**config.mk**
```make
export PLATFORM = sky130hd
export DESIGN_NAME = isa_autoconfig_state_machine
export DESIGN_NICKNAME = d
export VERILOG_FILES = /design/src/shared/isa_autoconfig_pkg.sv /design/src/core/isa_autoconfig_state_machine.sv
export SDC_FILE = /design/constraint.sdc
export NUM_CORES = 1
export LEC_CHECK = 0
export ABC_AREA = 1
export BUFFER_PORTS_ARGS = -buffer_cell sky130_fd_sc_hd__buf_4
export CORE_MARGIN = 4
export CORE_UTILIZATION = 55
export DETAILED_ROUTE_END_ITERATION = 8
export HOLD_SLACK_MARGIN = 0.03
export PLACE_DENSITY = 0.81
export SLEW_MARGIN = 0
export SYNTH_ARGS = -nofsm -noshare
export SYNTH_HDL_FRONTEND = slang
export SYNTH_SLANG_ARGS = --single-unit
```
**constraint.sdc**
```tcl
create_clock -name core_clk -period 3.02 [get_ports core_clk]
set_clock_uncertainty 0.05 [all_clocks]
set_input_delay 0.453 -clock core_clk [delete_from_list [all_inputs] [get_ports core_clk]]
set_output_delay 0.453 -clock core_clk [all_outputs]
set_load 0.005 [all_outputs]
```
**src/shared/isa_autoconfig_pkg.sv**
```systemverilog
package isa_autoconfig_pkg;

  ////////////////////////////////////////////////////////////////////////////
  // fixed port decode, 12-bit isa address
  localparam logic [11:0] ADDR_PORT      = 12'h279;
  localparam logic [11:0] WDATA_PORT     = 12'ha79;
  localparam logic [1:0]  RD_PORT_LOW    = 2'h3;    // low address bits of the readback port
  localparam int          RD_PORT_OK_BIT = 7;       // set keeps the port inside 0x203..0x3ff
  localparam logic [7:0]  RD_PORT_RST    = 8'h00;

  ////////////////////////////////////////////////////////////////////////////
  // register indices
  localparam logic [7:0] IDX_SET_RD    = 8'h00;
  localparam logic [7:0] IDX_SERIAL    = 8'h01;
  localparam logic [7:0] IDX_CFG_CTRL  = 8'h02;
  localparam logic [7:0] IDX_WAKE      = 8'h03;
  localparam logic [7:0] IDX_HANDLE    = 8'h06;
  localparam logic [7:0] IDX_PNP_STATE = 8'h25;
  localparam logic [7:0] IDX_ACTIVATE  = 8'h30;
  localparam logic [7:0] IDX_RST       = 8'h00;

  ////////////////////////////////////////////////////////////////////////////
  // field positions and reset values
  localparam int         CTRL_RESET_BIT = 0;       // restore power-up configuration
  localparam int         CTRL_WFK_BIT   = 1;       // return to key-wait
  localparam int         CTRL_CLR_HANDLE_BIT = 2;  // clear card handle
  localparam int         ACT_BIT        = 0;
  localparam logic [7:0] HANDLE_RST     = 8'h00;
  localparam logic       ACT_RST        = 1'b0;

  ////////////////////////////////////////////////////////////////////////////
  // initiation key and isolation protocol
  localparam logic [7:0] KEY_SEED   = 8'h6a;
  localparam logic [5:0] KEY_LEN    = 6'd32;
  localparam logic [7:0] CHK_SEED   = 8'h6a;
  localparam logic [6:0] ISO_PAIRS  = 7'd72;
  localparam logic [6:0] ID_BITS    = 7'd64;
  localparam logic [7:0] ISO_FIRST  = 8'h55;
  localparam logic [7:0] ISO_SECOND = 8'haa;
  localparam logic [7:0] RD_IDLE    = 8'h00;

  ////////////////////////////////////////////////////////////////////////////
  // types
  typedef enum logic [1:0] {
    ST_KEY_WAIT = 2'b00,
    ST_SLEEP    = 2'b01,
    ST_ISOLATE  = 2'b10,
    ST_CONFIG   = 2'b11
  } pnp_state_e;

  typedef struct packed {
    logic [11:0] sa;
    logic [7:0]  sd;
    logic        iow_n;
    logic        ior_n;
  } isa_pins_s;

endpackage : isa_autoconfig_pkg

```
**src/core/isa_autoconfig_state_machine.sv**
```systemverilog
`timescale 1ns/1ps

module isa_autoconfig_state_machine #(
  parameter logic [63:0] SERIAL_ID = 64'h0123_4567_89ab_cdef  // arbitrary identifier value
) (
  input  wire logic        core_clk,
  input  wire logic        srst,
  input  wire logic [11:0] isa_sa,
  input  wire logic [7:0]  isa_sd_in,
  input  wire logic        isa_iow_n,
  input  wire logic        isa_ior_n,
  output logic      [7:0]  isa_sd_out,
  output logic             isa_sd_oe,
  output logic      [1:0]  pnp_state,
  output logic      [7:0]  card_handle,
  output logic             card_activate
);

  //////////////////////////////////////////////////////////////////////////////
  // declarations
  isa_autoconfig_pkg::isa_pins_s  pins_in;
  isa_autoconfig_pkg::isa_pins_s  s1_r;
  isa_autoconfig_pkg::isa_pins_s  s2_r;
  isa_autoconfig_pkg::isa_pins_s  s3_r;
  isa_autoconfig_pkg::isa_pins_s  filt_r;
  isa_autoconfig_pkg::isa_pins_s  filt_nxt;
  isa_autoconfig_pkg::isa_pins_s  prev_r;
  isa_autoconfig_pkg::pnp_state_e state_r;
  isa_autoconfig_pkg::pnp_state_e state_nxt;

  logic [7:0] index_r;
  logic [7:0] handle_r;
  logic [7:0] handle_nxt;
  logic       activate_r;
  logic [7:0] rd_port_r;
  logic [7:0] key_lfsr_r;
  logic [5:0] key_cnt_r;
  logic [6:0] iso_bit_r;
  logic       iso_second_r;
  logic       iso_done_r;
  logic [7:0] chk_r;
  logic [7:0] rd_bus_r;
  logic       rd_active_r;
  logic       rd_serial_r;
  logic [7:0] sd_out_r;
  logic       sd_oe_r;

  logic       wr_start;
  logic       rd_start;
  logic       rd_end;
  logic       wr_addr;
  logic       wr_data;
  logic       rd_hit;
  logic [7:0] key_next;
  logic       cur_bit;
  logic       lost;
  logic [7:0] rd_value;

  //////////////////////////////////////////////////////////////////////////////
  // pin synchronisers: three stages, change counted when stages two and three agree
  assign pins_in = '{sa: isa_sa, sd: isa_sd_in, iow_n: isa_iow_n, ior_n: isa_ior_n};

  // three-stage capture of every pin, no reset needed on the raw stages
  always_ff @(posedge core_clk) begin
    s1_r <= pins_in;
    s2_r <= s1_r;
    s3_r <= s2_r;
  end

  // a bit follows the pins only once stages two and three agree
  genvar g;
  generate
    for (g = 0; g < $bits(isa_autoconfig_pkg::isa_pins_s); g++) begin : g_filt
      assign filt_nxt[g] = (s2_r[g] == s3_r[g]) ? s3_r[g] : filt_r[g];
    end
  endgenerate

  // filtered level and a copy one cycle older; idle strobes avoid a false edge after reset
  always_ff @(posedge core_clk) begin
    if (srst) begin
      filt_r <= '{sa: 12'h000, sd: 8'h00, iow_n: 1'b1, ior_n: 1'b1};
      prev_r <= '{sa: 12'h000, sd: 8'h00, iow_n: 1'b1, ior_n: 1'b1};
    end else begin
      filt_r <= filt_nxt;
      prev_r <= filt_r;
    end
  end

  //////////////////////////////////////////////////////////////////////////////
  // strobe edges and port decode
  assign wr_start = prev_r.iow_n & ~filt_r.iow_n;
  assign rd_start = prev_r.ior_n & ~filt_r.ior_n;
  assign rd_end   = ~prev_r.ior_n & filt_r.ior_n;
  assign wr_addr  = wr_start && (filt_r.sa == isa_autoconfig_pkg::ADDR_PORT);
  assign wr_data  = wr_start && (filt_r.sa == isa_autoconfig_pkg::WDATA_PORT) &&
                    (state_r != isa_autoconfig_pkg::ST_KEY_WAIT);
  assign rd_hit   = rd_start && rd_port_r[isa_autoconfig_pkg::RD_PORT_OK_BIT] &&
                    (filt_r.sa == {2'h0, rd_port_r, isa_autoconfig_pkg::RD_PORT_LOW}) &&
                    (state_r != isa_autoconfig_pkg::ST_KEY_WAIT) &&
                    (state_r != isa_autoconfig_pkg::ST_SLEEP);

  //////////////////////////////////////////////////////////////////////////////
  // initiation key matcher, runs only in key-wait
  assign key_next = {key_lfsr_r[1] ^ key_lfsr_r[0], key_lfsr_r[7:1]};

  // matcher advances on each correct byte; a seed byte restarts it at one
  always_ff @(posedge core_clk) begin
    if (srst || state_r != isa_autoconfig_pkg::ST_KEY_WAIT) begin
      key_lfsr_r <= isa_autoconfig_pkg::KEY_SEED;
      key_cnt_r  <= 6'd0;
    end else if (wr_addr) begin
      if (filt_r.sd == key_lfsr_r) begin
        key_lfsr_r <= key_next;
        key_cnt_r  <= key_cnt_r + 6'd1;
      end else if (filt_r.sd == isa_autoconfig_pkg::KEY_SEED) begin
        key_lfsr_r <= {isa_autoconfig_pkg::KEY_SEED[1] ^ isa_autoconfig_pkg::KEY_SEED[0],
                       isa_autoconfig_pkg::KEY_SEED[7:1]};
        key_cnt_r  <= 6'd1;
      end else begin
        key_lfsr_r <= isa_autoconfig_pkg::KEY_SEED;
        key_cnt_r  <= 6'd0;
      end
    end
  end

  //////////////////////////////////////////////////////////////////////////////
  // index register, kept until the next address-port write outside key-wait
  always_ff @(posedge core_clk) begin
    if (srst) begin
      index_r <= isa_autoconfig_pkg::IDX_RST;
    end else if (wr_addr && state_r != isa_autoconfig_pkg::ST_KEY_WAIT) begin
      index_r <= filt_r.sd;
    end
  end

  //////////////////////////////////////////////////////////////////////////////
  // isolation: serial bit pick and loss detection
  assign cur_bit = (iso_bit_r < isa_autoconfig_pkg::ID_BITS) ?
                   SERIAL_ID[iso_bit_r[5:0]] : chk_r[iso_bit_r[2:0]];
  // a floating card that saw the driven pattern on the bus has lost
  assign lost    = rd_end && rd_serial_r && !cur_bit &&
                   (rd_bus_r == (iso_second_r ? isa_autoconfig_pkg::ISO_SECOND
                                              : isa_autoconfig_pkg::ISO_FIRST));

  // bit counter, pair phase and checksum over the identifier
  always_ff @(posedge core_clk) begin
    if (srst || state_r != isa_autoconfig_pkg::ST_ISOLATE) begin
      iso_bit_r    <= 7'd0;
      iso_second_r <= 1'b0;
      iso_done_r   <= 1'b0;
      chk_r        <= isa_autoconfig_pkg::CHK_SEED;
    end else if (rd_end && rd_serial_r) begin
      iso_second_r <= ~iso_second_r;
      if (iso_second_r) begin
        if (iso_bit_r == isa_autoconfig_pkg::ISO_PAIRS - 7'd1) begin
          iso_done_r <= 1'b1;
        end else begin
          iso_bit_r <= iso_bit_r + 7'd1;
        end
        if (iso_bit_r < isa_autoconfig_pkg::ID_BITS) begin
          chk_r <= {chk_r[1] ^ chk_r[0] ^ cur_bit, chk_r[7:1]};
        end
      end
    end
  end

  //////////////////////////////////////////////////////////////////////////////
  // read cycle tracking; bus level captured while the read strobe is low
  always_ff @(posedge core_clk) begin
    if (srst) begin
      rd_active_r <= 1'b0;
      rd_serial_r <= 1'b0;
      rd_bus_r    <= 8'h00;
    end else begin
      if (rd_hit) begin
        rd_active_r <= 1'b1;
        rd_serial_r <= (index_r == isa_autoconfig_pkg::IDX_SERIAL) &&
                       (state_r == isa_autoconfig_pkg::ST_ISOLATE) && !iso_done_r;
      end else if (rd_end) begin
        rd_active_r <= 1'b0;
        rd_serial_r <= 1'b0;
      end
      if (!filt_r.ior_n) begin
        rd_bus_r <= filt_r.sd;
      end
    end
  end

  //////////////////////////////////////////////////////////////////////////////
  // readback data selection by the held index
  always_comb begin
    rd_value = isa_autoconfig_pkg::RD_IDLE;
    if (state_r == isa_autoconfig_pkg::ST_ISOLATE) begin
      if (index_r == isa_autoconfig_pkg::IDX_SERIAL && !iso_done_r && cur_bit) begin
        rd_value = iso_second_r ? isa_autoconfig_pkg::ISO_SECOND
                                : isa_autoconfig_pkg::ISO_FIRST;
      end
    end else if (state_r == isa_autoconfig_pkg::ST_CONFIG) begin
      unique case (index_r)
        isa_autoconfig_pkg::IDX_HANDLE:    rd_value = handle_r;
        isa_autoconfig_pkg::IDX_PNP_STATE: rd_value = {6'h00, state_r};
        isa_autoconfig_pkg::IDX_ACTIVATE:  rd_value = {7'h00, activate_r};
        default:                           rd_value = isa_autoconfig_pkg::RD_IDLE;
      endcase
    end
  end

  // drive the bus only for a decoded read; serial bit zero leaves the bus floating
  always_ff @(posedge core_clk) begin
    if (srst) begin
      sd_oe_r  <= 1'b0;
      sd_out_r <= 8'h00;
    end else if (rd_hit) begin
      sd_out_r <= rd_value;
      sd_oe_r  <= !((index_r == isa_autoconfig_pkg::IDX_SERIAL) &&
                    (state_r == isa_autoconfig_pkg::ST_ISOLATE) && !cur_bit);
    end else if (rd_end || !rd_active_r) begin
      sd_oe_r <= 1'b0;
    end
  end

  //////////////////////////////////////////////////////////////////////////////
  // readback port location, written only in isolation
  always_ff @(posedge core_clk) begin
    if (srst) begin
      rd_port_r <= isa_autoconfig_pkg::RD_PORT_RST;
    end else if (wr_data && index_r == isa_autoconfig_pkg::IDX_SET_RD &&
                 state_r == isa_autoconfig_pkg::ST_ISOLATE) begin
      rd_port_r <= filt_r.sd;
    end
  end

  //////////////////////////////////////////////////////////////////////////////
  // activate bit, written in configuration state only; the control reset bit clears it in any state but key-wait
  always_ff @(posedge core_clk) begin
    if (srst) begin
      activate_r <= isa_autoconfig_pkg::ACT_RST;
    end else if (wr_data && index_r == isa_autoconfig_pkg::IDX_CFG_CTRL &&
                 filt_r.sd[isa_autoconfig_pkg::CTRL_RESET_BIT]) begin
      activate_r <= isa_autoconfig_pkg::ACT_RST;
    end else if (wr_data && index_r == isa_autoconfig_pkg::IDX_ACTIVATE &&
                 state_r == isa_autoconfig_pkg::ST_CONFIG) begin
      activate_r <= filt_r.sd[isa_autoconfig_pkg::ACT_BIT];
    end
  end

  //////////////////////////////////////////////////////////////////////////////
  // next state and handle
  always_comb begin
    state_nxt  = state_r;
    handle_nxt = handle_r;
    unique case (state_r)
      isa_autoconfig_pkg::ST_KEY_WAIT: begin
        if (wr_addr && filt_r.sd == key_lfsr_r &&
            key_cnt_r == isa_autoconfig_pkg::KEY_LEN - 6'd1) begin
          state_nxt = isa_autoconfig_pkg::ST_SLEEP;
        end
      end
      isa_autoconfig_pkg::ST_SLEEP: begin
        if (wr_data && index_r == isa_autoconfig_pkg::IDX_WAKE && filt_r.sd == handle_r) begin
          if (filt_r.sd == 8'h00) begin
            state_nxt = isa_autoconfig_pkg::ST_ISOLATE;
          end else begin
            state_nxt = isa_autoconfig_pkg::ST_CONFIG;
          end
        end
      end
      isa_autoconfig_pkg::ST_ISOLATE: begin
        if (lost) begin
          state_nxt = isa_autoconfig_pkg::ST_SLEEP;
        end else if (wr_data && index_r == isa_autoconfig_pkg::IDX_WAKE) begin
          state_nxt = isa_autoconfig_pkg::ST_SLEEP;
        end else if (wr_data && index_r == isa_autoconfig_pkg::IDX_HANDLE) begin
          handle_nxt = filt_r.sd;
          state_nxt  = isa_autoconfig_pkg::ST_CONFIG;
        end
      end
      isa_autoconfig_pkg::ST_CONFIG: begin
        if (wr_data && index_r == isa_autoconfig_pkg::IDX_WAKE &&
            (filt_r.sd == 8'h00 || filt_r.sd != handle_r)) begin
          state_nxt = isa_autoconfig_pkg::ST_SLEEP;
        end
      end
    endcase
    // configuration control applies in every state but key-wait
    if (wr_data && index_r == isa_autoconfig_pkg::IDX_CFG_CTRL) begin
      if (filt_r.sd[isa_autoconfig_pkg::CTRL_CLR_HANDLE_BIT]) begin
        handle_nxt = isa_autoconfig_pkg::HANDLE_RST;
      end
      if (filt_r.sd[isa_autoconfig_pkg::CTRL_WFK_BIT]) begin
        state_nxt = isa_autoconfig_pkg::ST_KEY_WAIT;
      end
    end
  end

  // state and handle registers
  always_ff @(posedge core_clk) begin
    if (srst) begin
      state_r  <= isa_autoconfig_pkg::ST_KEY_WAIT;
      handle_r <= isa_autoconfig_pkg::HANDLE_RST;
    end else begin
      state_r  <= state_nxt;
      handle_r <= handle_nxt;
    end
  end

  //////////////////////////////////////////////////////////////////////////////
  // outputs, all from flip-flops
  assign isa_sd_out    = sd_out_r;
  assign isa_sd_oe     = sd_oe_r;
  assign pnp_state     = state_r;
  assign card_handle   = handle_r;
  assign card_activate = activate_r;

endmodule : isa_autoconfig_state_machine

```
# After elaboration in Yosys (flattened, before gate mapping)
# Memories as Yosys holds them, arrays and structs flattened. A register that Yosys moved wholly into a read port is not among the register bits.
# Cells that the tools add are included.
[totals]
regBits = 167
mem_bits_ro = 64
input_bits = 24
output_inout_bits = 20
wordCells = 194
mem_count = 1
[memory_table]
columns = ["name", "words", "word_bits", "read_ports", "rd_clocked_by_memory_dff", "write_ports", "line", "source"]
rows = [
  ["(no name shown)", 64, 1, 1, 1, 0, "isa_autoconfig_state_machine.sv:139", "SERIAL_ID[iso_bit_r[5:0]] : chk_r[iso_bit_r[2:0]];"],
]
[op_classes]
addsub = 2
magnitude_cmp = 3
n_eq_ne = 43
n_mux = 36
bitwise_logic = 11
n_reduce_logical = 46
[ops]
columns = ["cell", "count"]
rows = [
  ["two-way mux 8 bit", 12],
  ["logical AND 1 bit", 28],
  ["equality test 8 bit", 3],
  ["case mux 8 bit (3 select lines)", 1],
  ["equality test 1 bit", 22],
  ["two-way mux 6 bit", 3],
  ["equality test 8 x 2 -> 1 bit, second input constant", 2],
  ["equality test 8 x 6 -> 1 bit, second input constant", 2],
  ["zero test 8 bit", 2],
  ["two-way mux 2 bit", 8],
  ["equality test 12 x 10 -> 1 bit", 1],
  ["equality test 12 x 10 -> 1 bit, second input constant", 1],
  ["equality test 12 bit, second input constant", 1],
  ["two-way mux 1 bit", 10],
  ["AND reduction 3 bit", 3],
  ["equality test 8 x 1 -> 1 bit, second input constant", 1],
  ["equality test 8 x 3 -> 1 bit, second input constant", 1],
  ["equality test 8 x 7 -> 1 bit, second input constant", 1],
  ["!= test 8 bit", 1],
  ["case mux 2 bit (4 select lines)", 1],
  ["adder 7 x 1 -> 7 bit, second input constant", 1],
  ["equality test 7 bit, second input constant", 1],
  ["less-than comparator 6 x 7 -> 1 bit, second input constant", 1],
  ["less-than comparator 7 bit, second input constant", 1],
  ["other kinds (16)", 33],
]

# Longest topological paths before layout
# Gate-level depths: netlist of the first run.
[depth]
word_depth = 11
depth_mapped = 17
mapped_depth_nobuf = 17

# Least setup slack after synthesis of the first run
# Ideal clock, no wire load.
[synth_timing]
kind = "register -> register"
start = "register iso_bit_r[1]"
end = "register with a tool-made name"
setup_ps = 113
arrival_ps = 2192
required_ps = 2857
path_slack_ps = 664
path_stages_with_launch = 18
path_buffers = 0
synth_period_minus_slack_ps = 2356
path_cell_list = "dfxtp_1 ha_1 nand2_1 inv_1 nand3_2 nand2_4 nand2_1 nand2_1 inv_1 nor2_1 inv_1 ha_1 inv_1 nand4_1 nand3_1 nand3_1 nand3_1 nand2_1"
[synth_rtl]
columns = ["element", "line", "source"]
rows = [
  ["start: declaration", "isa_autoconfig_state_machine.sv:38", "logic [6:0] iso_bit_r;"],
  ["start signal: assignment", "isa_autoconfig_state_machine.sv:158", "iso_bit_r <= iso_bit_r + 7'd1;"],
]

==> results of run 1 <==
-- state kept, by name, indices dropped and copies added (netlist names), 2 cells and up, named ones only --
register and count:
card_handle 8, chk_r 8, filt_r 22, index_r 8, isa_sd_out 8, iso_bit_r 7
key_cnt_r 6, key_lfsr_r 8, pnp_state 2, prev_r 2, rd_bus_r 8, rd_port_r 8
s1_r 22, s2_r 22, s3_r 22
-- synth_stat cells, types with 6 or more instances --
cell type	count	share of area [%]
sky130_fd_sc_hd__o21ai_0	73	5.5
sky130_fd_sc_hd__xor2_1	10	1.3
sky130_fd_sc_hd__inv_1	102	5.7
sky130_fd_sc_hd__nor2_1	105	5.9
sky130_fd_sc_hd__xnor2_1	11	1.4
sky130_fd_sc_hd__nor3_1	6	0.45
sky130_fd_sc_hd__nand3_1	51	3.8
sky130_fd_sc_hd__nand2_1	127	7.1
sky130_fd_sc_hd__dfxtp_1	168	50
sky130_fd_sc_hd__nor2_4	10	1.7
sky130_fd_sc_hd__ha_1	8	1.5
sky130_fd_sc_hd__nand4_1	25	2.3
sky130_fd_sc_hd__a21oi_1	72	5.4
sky130_fd_sc_hd__inv_2	6	0.34
sky130_fd_sc_hd__clkbuf_1	8	0.45
-- logic make-up (layout without fill, tap and decap cells) --
logic type	count (synthesis)	count (layout)	share of synthesized area (%)
AO/OA/AOI/OAI	163	163	12.8
XOR/XNOR	21	21	2.75
adder cells (fa/ha/maj)	9	9	1.65
buffers and inverters	126	188	7.48
flip-flops	168	168	50.3
AND/OR/NAND/NOR	348	348	25.0
-- layer usage --
layer	share of wire, %	vias up	track usage, %
li1	-	2824	-
met1	44	2580	25.6
met2	49	143	36.4
met3	5.0	22	5.60
met4	1.7	0	7.62
met5	0	-	0
-- worst register-to-register path, cell delays in order, from the launching register on --
cell and delay (ns):
sky130_fd_sc_hd__dfxtp_1 0.45, sky130_fd_sc_hd__ha_1 0.27, sky130_fd_sc_hd__nand2_1 0.07, sky130_fd_sc_hd__inv_1 0.12, sky130_fd_sc_hd__nand3_2 0.18, sky130_fd_sc_hd__nand2_4 0.14, sky130_fd_sc_hd__nand2_1 0.06, sky130_fd_sc_hd__nand2_1 0.07
sky130_fd_sc_hd__inv_1 0.07, sky130_fd_sc_hd__nor2_1 0.23, sky130_fd_sc_hd__inv_1 0.13, sky130_fd_sc_hd__ha_1 0.33, sky130_fd_sc_hd__inv_1 0.06, sky130_fd_sc_hd__nand4_1 0.08, sky130_fd_sc_hd__nand3_1 0.10, sky130_fd_sc_hd__nand3_1 0.08
sky130_fd_sc_hd__nand3_1 0.07, sky130_fd_sc_hd__nand2_1 0.05
-- report_power, final --
part / leakage (nW) / internal [mW] / switching, mW
Clock: 0.295 / 1.26 / 0.925
Sequential: 1.38 / 2.29 / 0.0495
Combinational: 1.67 / 0.0605 / 0.0857
Total: 3.35 / 3.61 / 1.06
-- metrics by stage --
stage               setup WS [ns]  instance area [µm²]  power, mW
floorplan                   0.664                 6690       2.46
global placement            0.450                 7150       2.52
detailed placement          0.342                 7150       2.53
CTS                         0.322                 7750       4.70
global route           0.00000555                 7750       4.82
finish                      0.307                 7750       4.67
-- final cells by class --
class | instances | area (µm²)
tap | 147 | 184
fill | 983 | 4210
clock inverter | 14 | 163
inverter | 110 | 415
sequential | 168 | 3360
timing repair buffer | 46 | 358
clock buffer | 18 | 439
multi-input combinational | 541 | 2830
-- path summary, 6_finish.rpt --
kind / end / slack (ns) / depth (start not counted)
worst max-delay path: flop / 0.31 / 17
worst min-delay path: s1_r[9] / 0.07 / 1
worst max register to register: flop / 0.31 / 17
worst min register to register: s2_r[19] / 0.28 / 0
==> key figures, run 1 <==
Outcome
  – Result of the run: complete, no violations

Setup path
  – Largest delay contributor family on the critical path: simple AND/OR/NAND/NOR gates
  – Type of the worst setup path: flop to flop
  – Type of destination of the critical path: flop
  – Total buffers and inverters traversed by the critical path: 4
  – Startpoint class of the critical path: flop
  – Slowest Stage Delay on Critical Path: 0.45 ns
  – Worst path cell trace: ha_1, nand2_1, inv_1, nand3_2, nand2_4, nand2_1, nand2_1, inv_1, nor2_1, inv_1, ha_1, inv_1, nand4_1, nand3_1, nand3_1, nand3_1, nand2_1
  – Worst flop-to-flop path startpoint: iso_bit_r[1]
  – Critical Path AT: 2.99 ns
  – Maximum fanout encountered on the critical timing path: 7
  – Critical Path Source: iso_bit_r[1]
  – Endpoint required time on the critical path: 3.30 ns
  – Cell with the biggest individual delay on the critical path: sky130_fd_sc_hd__dfxtp_1

GRT
  – Number of global-route vias before repair: 5,251
  – Antenna violations before repair: 0
  – Largest net degree at the start of global routing: 37
  – Total overflow reported by the global router: 0
  – First-pass GRT wire length: 24,300 µm
  – Tot GR Track Use: 21.2%

Route
  – Detailed-route vias per instance: 5.33
  – Vias: 5,569
  – Average detailed-routed wire length per instance: 13.8 µm
  – Violation count after the first detailed-route iteration: 485
  – DRC violation count after routing: 0
  – WL final: 14,400 µm
  – Length of the first detailed-routing pass in iterations: 5
  – Number of nets still failing antenna checks after routing: 0

Yosys
  – Primary flip-flop cell chosen by synthesis mapping: sky130_fd_sc_hd__dfxtp_1
  – Flip-flop and latch count after synthesis: 168
  – Cells after synthesis: 835
  – Synthesized netlist net count: 867
  – Fraction of registers with async set/reset: 0%
  – Synthesized area divided by synthesized cell count: 8.01 µm²
  – Cell Area, Synth: 0.00669 mm²
  – Number of flops mapped to enable cells by yosys: 0
  – Distinct cell type count after synthesis: 42
  – Number of warnings reported in the yosys synthesis log: 0
  – Register area share after synthesis: 50.3%

Floorplan
  – Die Span X: 118 µm
  – Area of the die: 0.0140 mm²
  – Placeable core region: 0.0120 mm²
  – Overall die height: 118 µm
  – Standard-cell row count: 40
  – I/O pin total: 44
  – Initial core utilization: 55.9%

Clocking
  – Hold-fix buffer count after cts: 0
  – Number of clock sinks: 168
  – Cell at the root of the clock tree: sky130_fd_sc_hd__clkbuf_16
  – Skew-Pair Late Insertion Delay: 0.43 ns
  – Maximum root-to-sink buffer count: 2
  – Resized Gates After CTS: 0
  – CTS buffer count: 17
  – Post-CTS Setup Bufs: 0
  – Number of levels in the clock H-tree: 4
  – Clock tree from TritonCTS: done
  – Clock slew seen by the registers of the worst setup and hold paths: 0.07 ns

Power and ir drop
  – Pwr/cell area: 603 mW/mm²
  – Largest vdd supply drop: 0.548 mV
  – Leakage power: 3.35 nW

Finish
  – Fin util: 64.8%
  – Share of layout cells above drive strength 1: 13.6%
  – Post-route non-filler standard cell count: 1,044
  – Most common cell after layout, fill and taps aside: sky130_fd_sc_hd__dfxtp_1
  – Final layout net count: 916
  – Commonest non-fill, non-tap cells in the layout: 168 x sky130_fd_sc_hd__dfxtp_1, 127 x sky130_fd_sc_hd__nand2_1, 105 x sky130_fd_sc_hd__nor2_1, 102 x sky130_fd_sc_hd__inv_1, 73 x sky130_fd_sc_hd__o21ai_0
  – Antenna cells: 0
  – Layout-stage area growth over the synthesis result: 15.8%

STA
  – RSZ-0062 raised after global routing: no
  – Crit share post-route: 89.8%
  – Transition time at the pin with the least slew margin: 0.824 ns
  – Maximum clock frequency: 369 MHz
  – Setup tns final: 0 ns
  – Number of max-slew violations in the final report: 0
  – Setup violations, final: 0
  – Worst slew margin relative to its limit: 44.7%
  – Post-Route Hold Slack: 0.0727 ns
  – Time the final worst path needs with I/O delays and setup: 2.71 ns
  – Total count of hold-check failures in the final report: 0

Place
  – Buffers on Ports: 43
  – Total half-perimeter wirelength after legalization and detailed placement: 10,100 µm
  – Routability congestion estimate from global placement: 0.904
  – Number of instances in the placed design: 1,012

Worst hold path
  – Classification of the worst-slack hold path: primary input to flop
  – Worst Min Path Start: isa_sd_in[7]

Flow run
  – Max-cap viol count: 0
Note: power is estimated with default switching activity, not from simulation.
==> inputs of run 2 (changes only) <==
--- a/config.mk
+++ b/config.mk
@@ -11,7 +11,8 @@
 export CORE_UTILIZATION = 55
 export DETAILED_ROUTE_END_ITERATION = 8
 export HOLD_SLACK_MARGIN = 0.03
-export PLACE_DENSITY = 0.81
+export PLACE_DENSITY = 0.73
+export RECOVER_POWER = 100
 export SLEW_MARGIN = 0
 export SYNTH_ARGS = -nofsm -noshare
 export SYNTH_HDL_FRONTEND = slang
==> key figures, run 2 (synthesized netlist as in run 1, its figures left out) <==
Outcome
  – Result of the run: complete, no violations (unchanged)

Finish
  – Final layout net count: 917 (was 916)
  – Total of fill cells in the finished design: 1,050 (was 983)
  – Commonest non-fill, non-tap cells in the layout: 167 x sky130_fd_sc_hd__dfxtp_1, 127 x sky130_fd_sc_hd__nand2_1, 109 x sky130_fd_sc_hd__nor2_1, 105 x sky130_fd_sc_hd__inv_1, 78 x sky130_fd_sc_hd__o21ai_0 (was 168 x sky130_fd_sc_hd__dfxtp_1, 127 x sky130_fd_sc_hd__nand2_1, 105 x sky130_fd_sc_hd__nor2_1, 102 x sky130_fd_sc_hd__inv_1, 73 x sky130_fd_sc_hd__o21ai_0)
  – Most common cell after layout, fill and taps aside: sky130_fd_sc_hd__dfxtp_1 (unchanged)
  – Share of layout cells above drive strength 1: 11.6% (was 13.6%)
  – Layout-stage area growth over the synthesis result: 14.0% (was 15.8%)
  – Post-route non-filler standard cell count: 1,044 (unchanged)
  – Antenna cells: 0 (unchanged)

STA
  – Transition time at the pin with the least slew margin: 1.27 ns (was 0.824 ns)
  – Worst slew margin relative to its limit: 14.5% (was 44.7%)
  – Maximum clock frequency: 363 MHz (was 369 MHz)
  – Crit share post-route: 91.3% (was 89.8%)
  – Time the final worst path needs with I/O delays and setup: 2.76 ns (was 2.71 ns)
  – Number of max-slew violations in the final report: 0 (unchanged)
  – Final critical-path setup slack: 0.262 ns (was 0.307 ns)
  – RSZ-0062 raised after global routing: no (unchanged)
  – Setup tns final: 0 ns (unchanged)
  – Total count of hold-check failures in the final report: 0 (unchanged)
  – Setup violations, final: 0 (unchanged)

Floorplan
  – Overall die height: 118 µm (unchanged)
  – Initial core utilization: 55.9% (unchanged)
  – Die Span X: 118 µm (unchanged)
  – I/O pin total: 44 (unchanged)
  – Standard-cell row count: 40 (unchanged)
  – Placeable core region: 0.0120 mm² (unchanged)
  – Area of the die: 0.0140 mm² (unchanged)

Route
  – Number of nets still failing antenna checks after routing: 0 (unchanged)
  – DRC violation count after routing: 0 (unchanged)
  – Violation count after the first detailed-route iteration: 450 (was 485)
  – Average detailed-routed wire length per instance: 14.6 µm (was 13.8 µm)
  – Detailed-route vias per instance: 5.30 (was 5.33)
  – Vias: 5,534 (was 5,569)
  – Length of the first detailed-routing pass in iterations: 6 (was 5)
  – WL final: 15,200 µm (was 14,400 µm)

Power and ir drop
  – Sequential power share: 50.9% (was 50.0%)
  – Pwr/cell area: 601 mW/mm² (was 603 mW/mm²)
  – Internal portion of total power: 3.52 mW (was 3.61 mW)
  – Fraction of power spent switching nets: 23.2% (was 22.7%)
  – Combinational group share of total power: 3.1% (about the same)
  – Largest vdd supply drop: 0.593 mV (was 0.548 mV)
  – Leakage power: 3.30 nW (was 3.35 nW)
  – Total power consumption of the routed design: 4.59 mW (was 4.67 mW)
  – Net load switching power: 1.06 mW (about the same)
  – Clock share of power: 46.0% (was 46.8%)

Flow run
  – Max-cap viol count: 0 (unchanged)

Setup path
  – Critical Path AT: 3.02 ns (was 2.99 ns)
  – Type of destination of the critical path: flop (unchanged)
  – Endpoint required time on the critical path: 3.28 ns (was 3.30 ns)
  – Critical Path Source: iso_bit_r[1] (unchanged)
  – Worst flop-to-flop path startpoint: iso_bit_r[1] (unchanged)
  – Maximum fanout encountered on the critical timing path: 7 (unchanged)
  – R2R Setup Slk: 0.26 ns (was 0.31 ns)
  – Startpoint class of the critical path: flop (unchanged)
  – Type of the worst setup path: flop to flop (unchanged)

Worst hold path
  – Worst Min Path Start: isa_sd_in[5] (was isa_sd_in[7])
  – Classification of the worst-slack hold path: primary input to flop (unchanged)

Clocking
  – CTS buffer count: 17 (unchanged)
  – Number of clock sinks: 168 (unchanged)
  – Cell at the root of the clock tree: sky130_fd_sc_hd__clkbuf_16 (unchanged)
  – Clock slew seen by the registers of the worst setup and hold paths: 0.07 ns (about the same)
  – Number of levels in the clock H-tree: 4 (unchanged)
  – Hold-fix buffer count after cts: 0 (unchanged)
  – Clock tree from TritonCTS: done (unchanged)
  – Maximum root-to-sink buffer count: 2 (unchanged)
  – Skew-Pair Late Insertion Delay: 0.42 ns (was 0.43 ns)

GRT
  – Most Used Layer, Global Route: met2 (unchanged)
  – Antenna violations before repair: 0 (unchanged)
  – Tot GR Track Use: 22.3% (was 21.2%)
  – Met2 GRT Util: 38.0% (was 36.4%)
  – First-pass GRT wire length: 25,400 µm (was 24,300 µm)
  – Largest net degree at the start of global routing: 26 (was 37)
  – Total overflow reported by the global router: 0 (unchanged)
  – Number of global-route vias before repair: 5,390 (was 5,251)
  – Met3 global-route usage: 5.50% (was 5.60%)
  – Global-route track usage on met1: 26.6% (was 25.6%)

Place
  – Routability congestion estimate from global placement: 0.880 (was 0.904)
  – Number of instances in the placed design: 1,013 (was 1,012)
  – Setup Slack @ Placement: 0.216 ns (was 0.342 ns)
  – Buffers on Ports: 43 (unchanged)
  – Total half-perimeter wirelength after legalization and detailed placement: 11,100 µm (was 10,100 µm)
-- run 2: changes by cell type in the layout (fill, tap and decap cells not counted), sizes merged --
| cell | change |
|---|---|
| clkinv | -1 |
| bufinv | -1 |
| clkbuf | +45 |
| buf | -44 |
| clkinvlp | +1 |
-- run 2: per-stage QoR --
stage               instance area, µm²  utilization (%)  hold WS, ns
floorplan                         6690                -        0.260
global placement                  7140             59.7        0.259
detailed placement                7140             59.7        0.262
CTS                               7720             64.5       0.0650
global route                      7620             63.7       0.0799
finish                            7620             63.7        0.101
-- run 2: repair_timing --
action                                  CTS  global route
endpoints found under the hold margin     0             0
endpoints found under the setup margin    0             1
setup buffers                             0             0
gates resized for setup                   0             1
-- run 2: layout make-up --
type / count / area, µm² / area share (%)
clock inverters: 13 / 136 / 1.79
flip-flops and latches: 168 / 3360 / 44.1
repair buffers: 47 / 330 / 4.33
clock buffers: 18 / 439 / 5.76
multi-input cells: 541 / 2760 / 36.1
well taps: 147 / 184 / 2.41
inverters: 110 / 415 / 5.45
-- run 2: critical path: stages (launching register included) --
cell	delay, ns
sky130_fd_sc_hd__dfxtp_1	0.44
sky130_fd_sc_hd__ha_1	0.27
sky130_fd_sc_hd__nand2_1	0.07
sky130_fd_sc_hd__inv_1	0.10
sky130_fd_sc_hd__nand3_2	0.18
sky130_fd_sc_hd__nand2_4	0.14
sky130_fd_sc_hd__nand2_1	0.06
sky130_fd_sc_hd__nand2_1	0.09
sky130_fd_sc_hd__inv_1	0.07
sky130_fd_sc_hd__nor2_1	0.24
sky130_fd_sc_hd__inv_1	0.14
sky130_fd_sc_hd__ha_1	0.34
sky130_fd_sc_hd__inv_1	0.07
sky130_fd_sc_hd__nand4_1	0.08
sky130_fd_sc_hd__nand3_1	0.11
sky130_fd_sc_hd__nand3_1	0.08
sky130_fd_sc_hd__nand3_1	0.07
sky130_fd_sc_hd__nand2_1	0.05
-- run 2: power groups by stage --
stage	sequential [mW]	combinational (mW)	clock [mW]
after floorplan	2.37	0.0921	0
after global placement	2.38	0.139	0
after detailed placement	2.39	0.144	0
after CTS	2.34	0.145	2.14
after global routing	2.34	0.159	2.25
final	2.34	0.141	2.11
-- run 2: per-layer routing --
metal	share of wire (%)	vias to the layer above
li1	-	2821
met1	43	2548
met2	50	135
met3	4.2	30
met4	2.5	0
met5	0	-
-- run 2: path summary, 6_finish.rpt --
| path | end | cells past startpoint |
|---|---|---|
| setup / recovery | flop | 17 |
| hold / removal | s1_r[7] | 1 |
| setup reg to reg | flop | 17 |
| hold reg to reg | s2_r[12] | 0 |
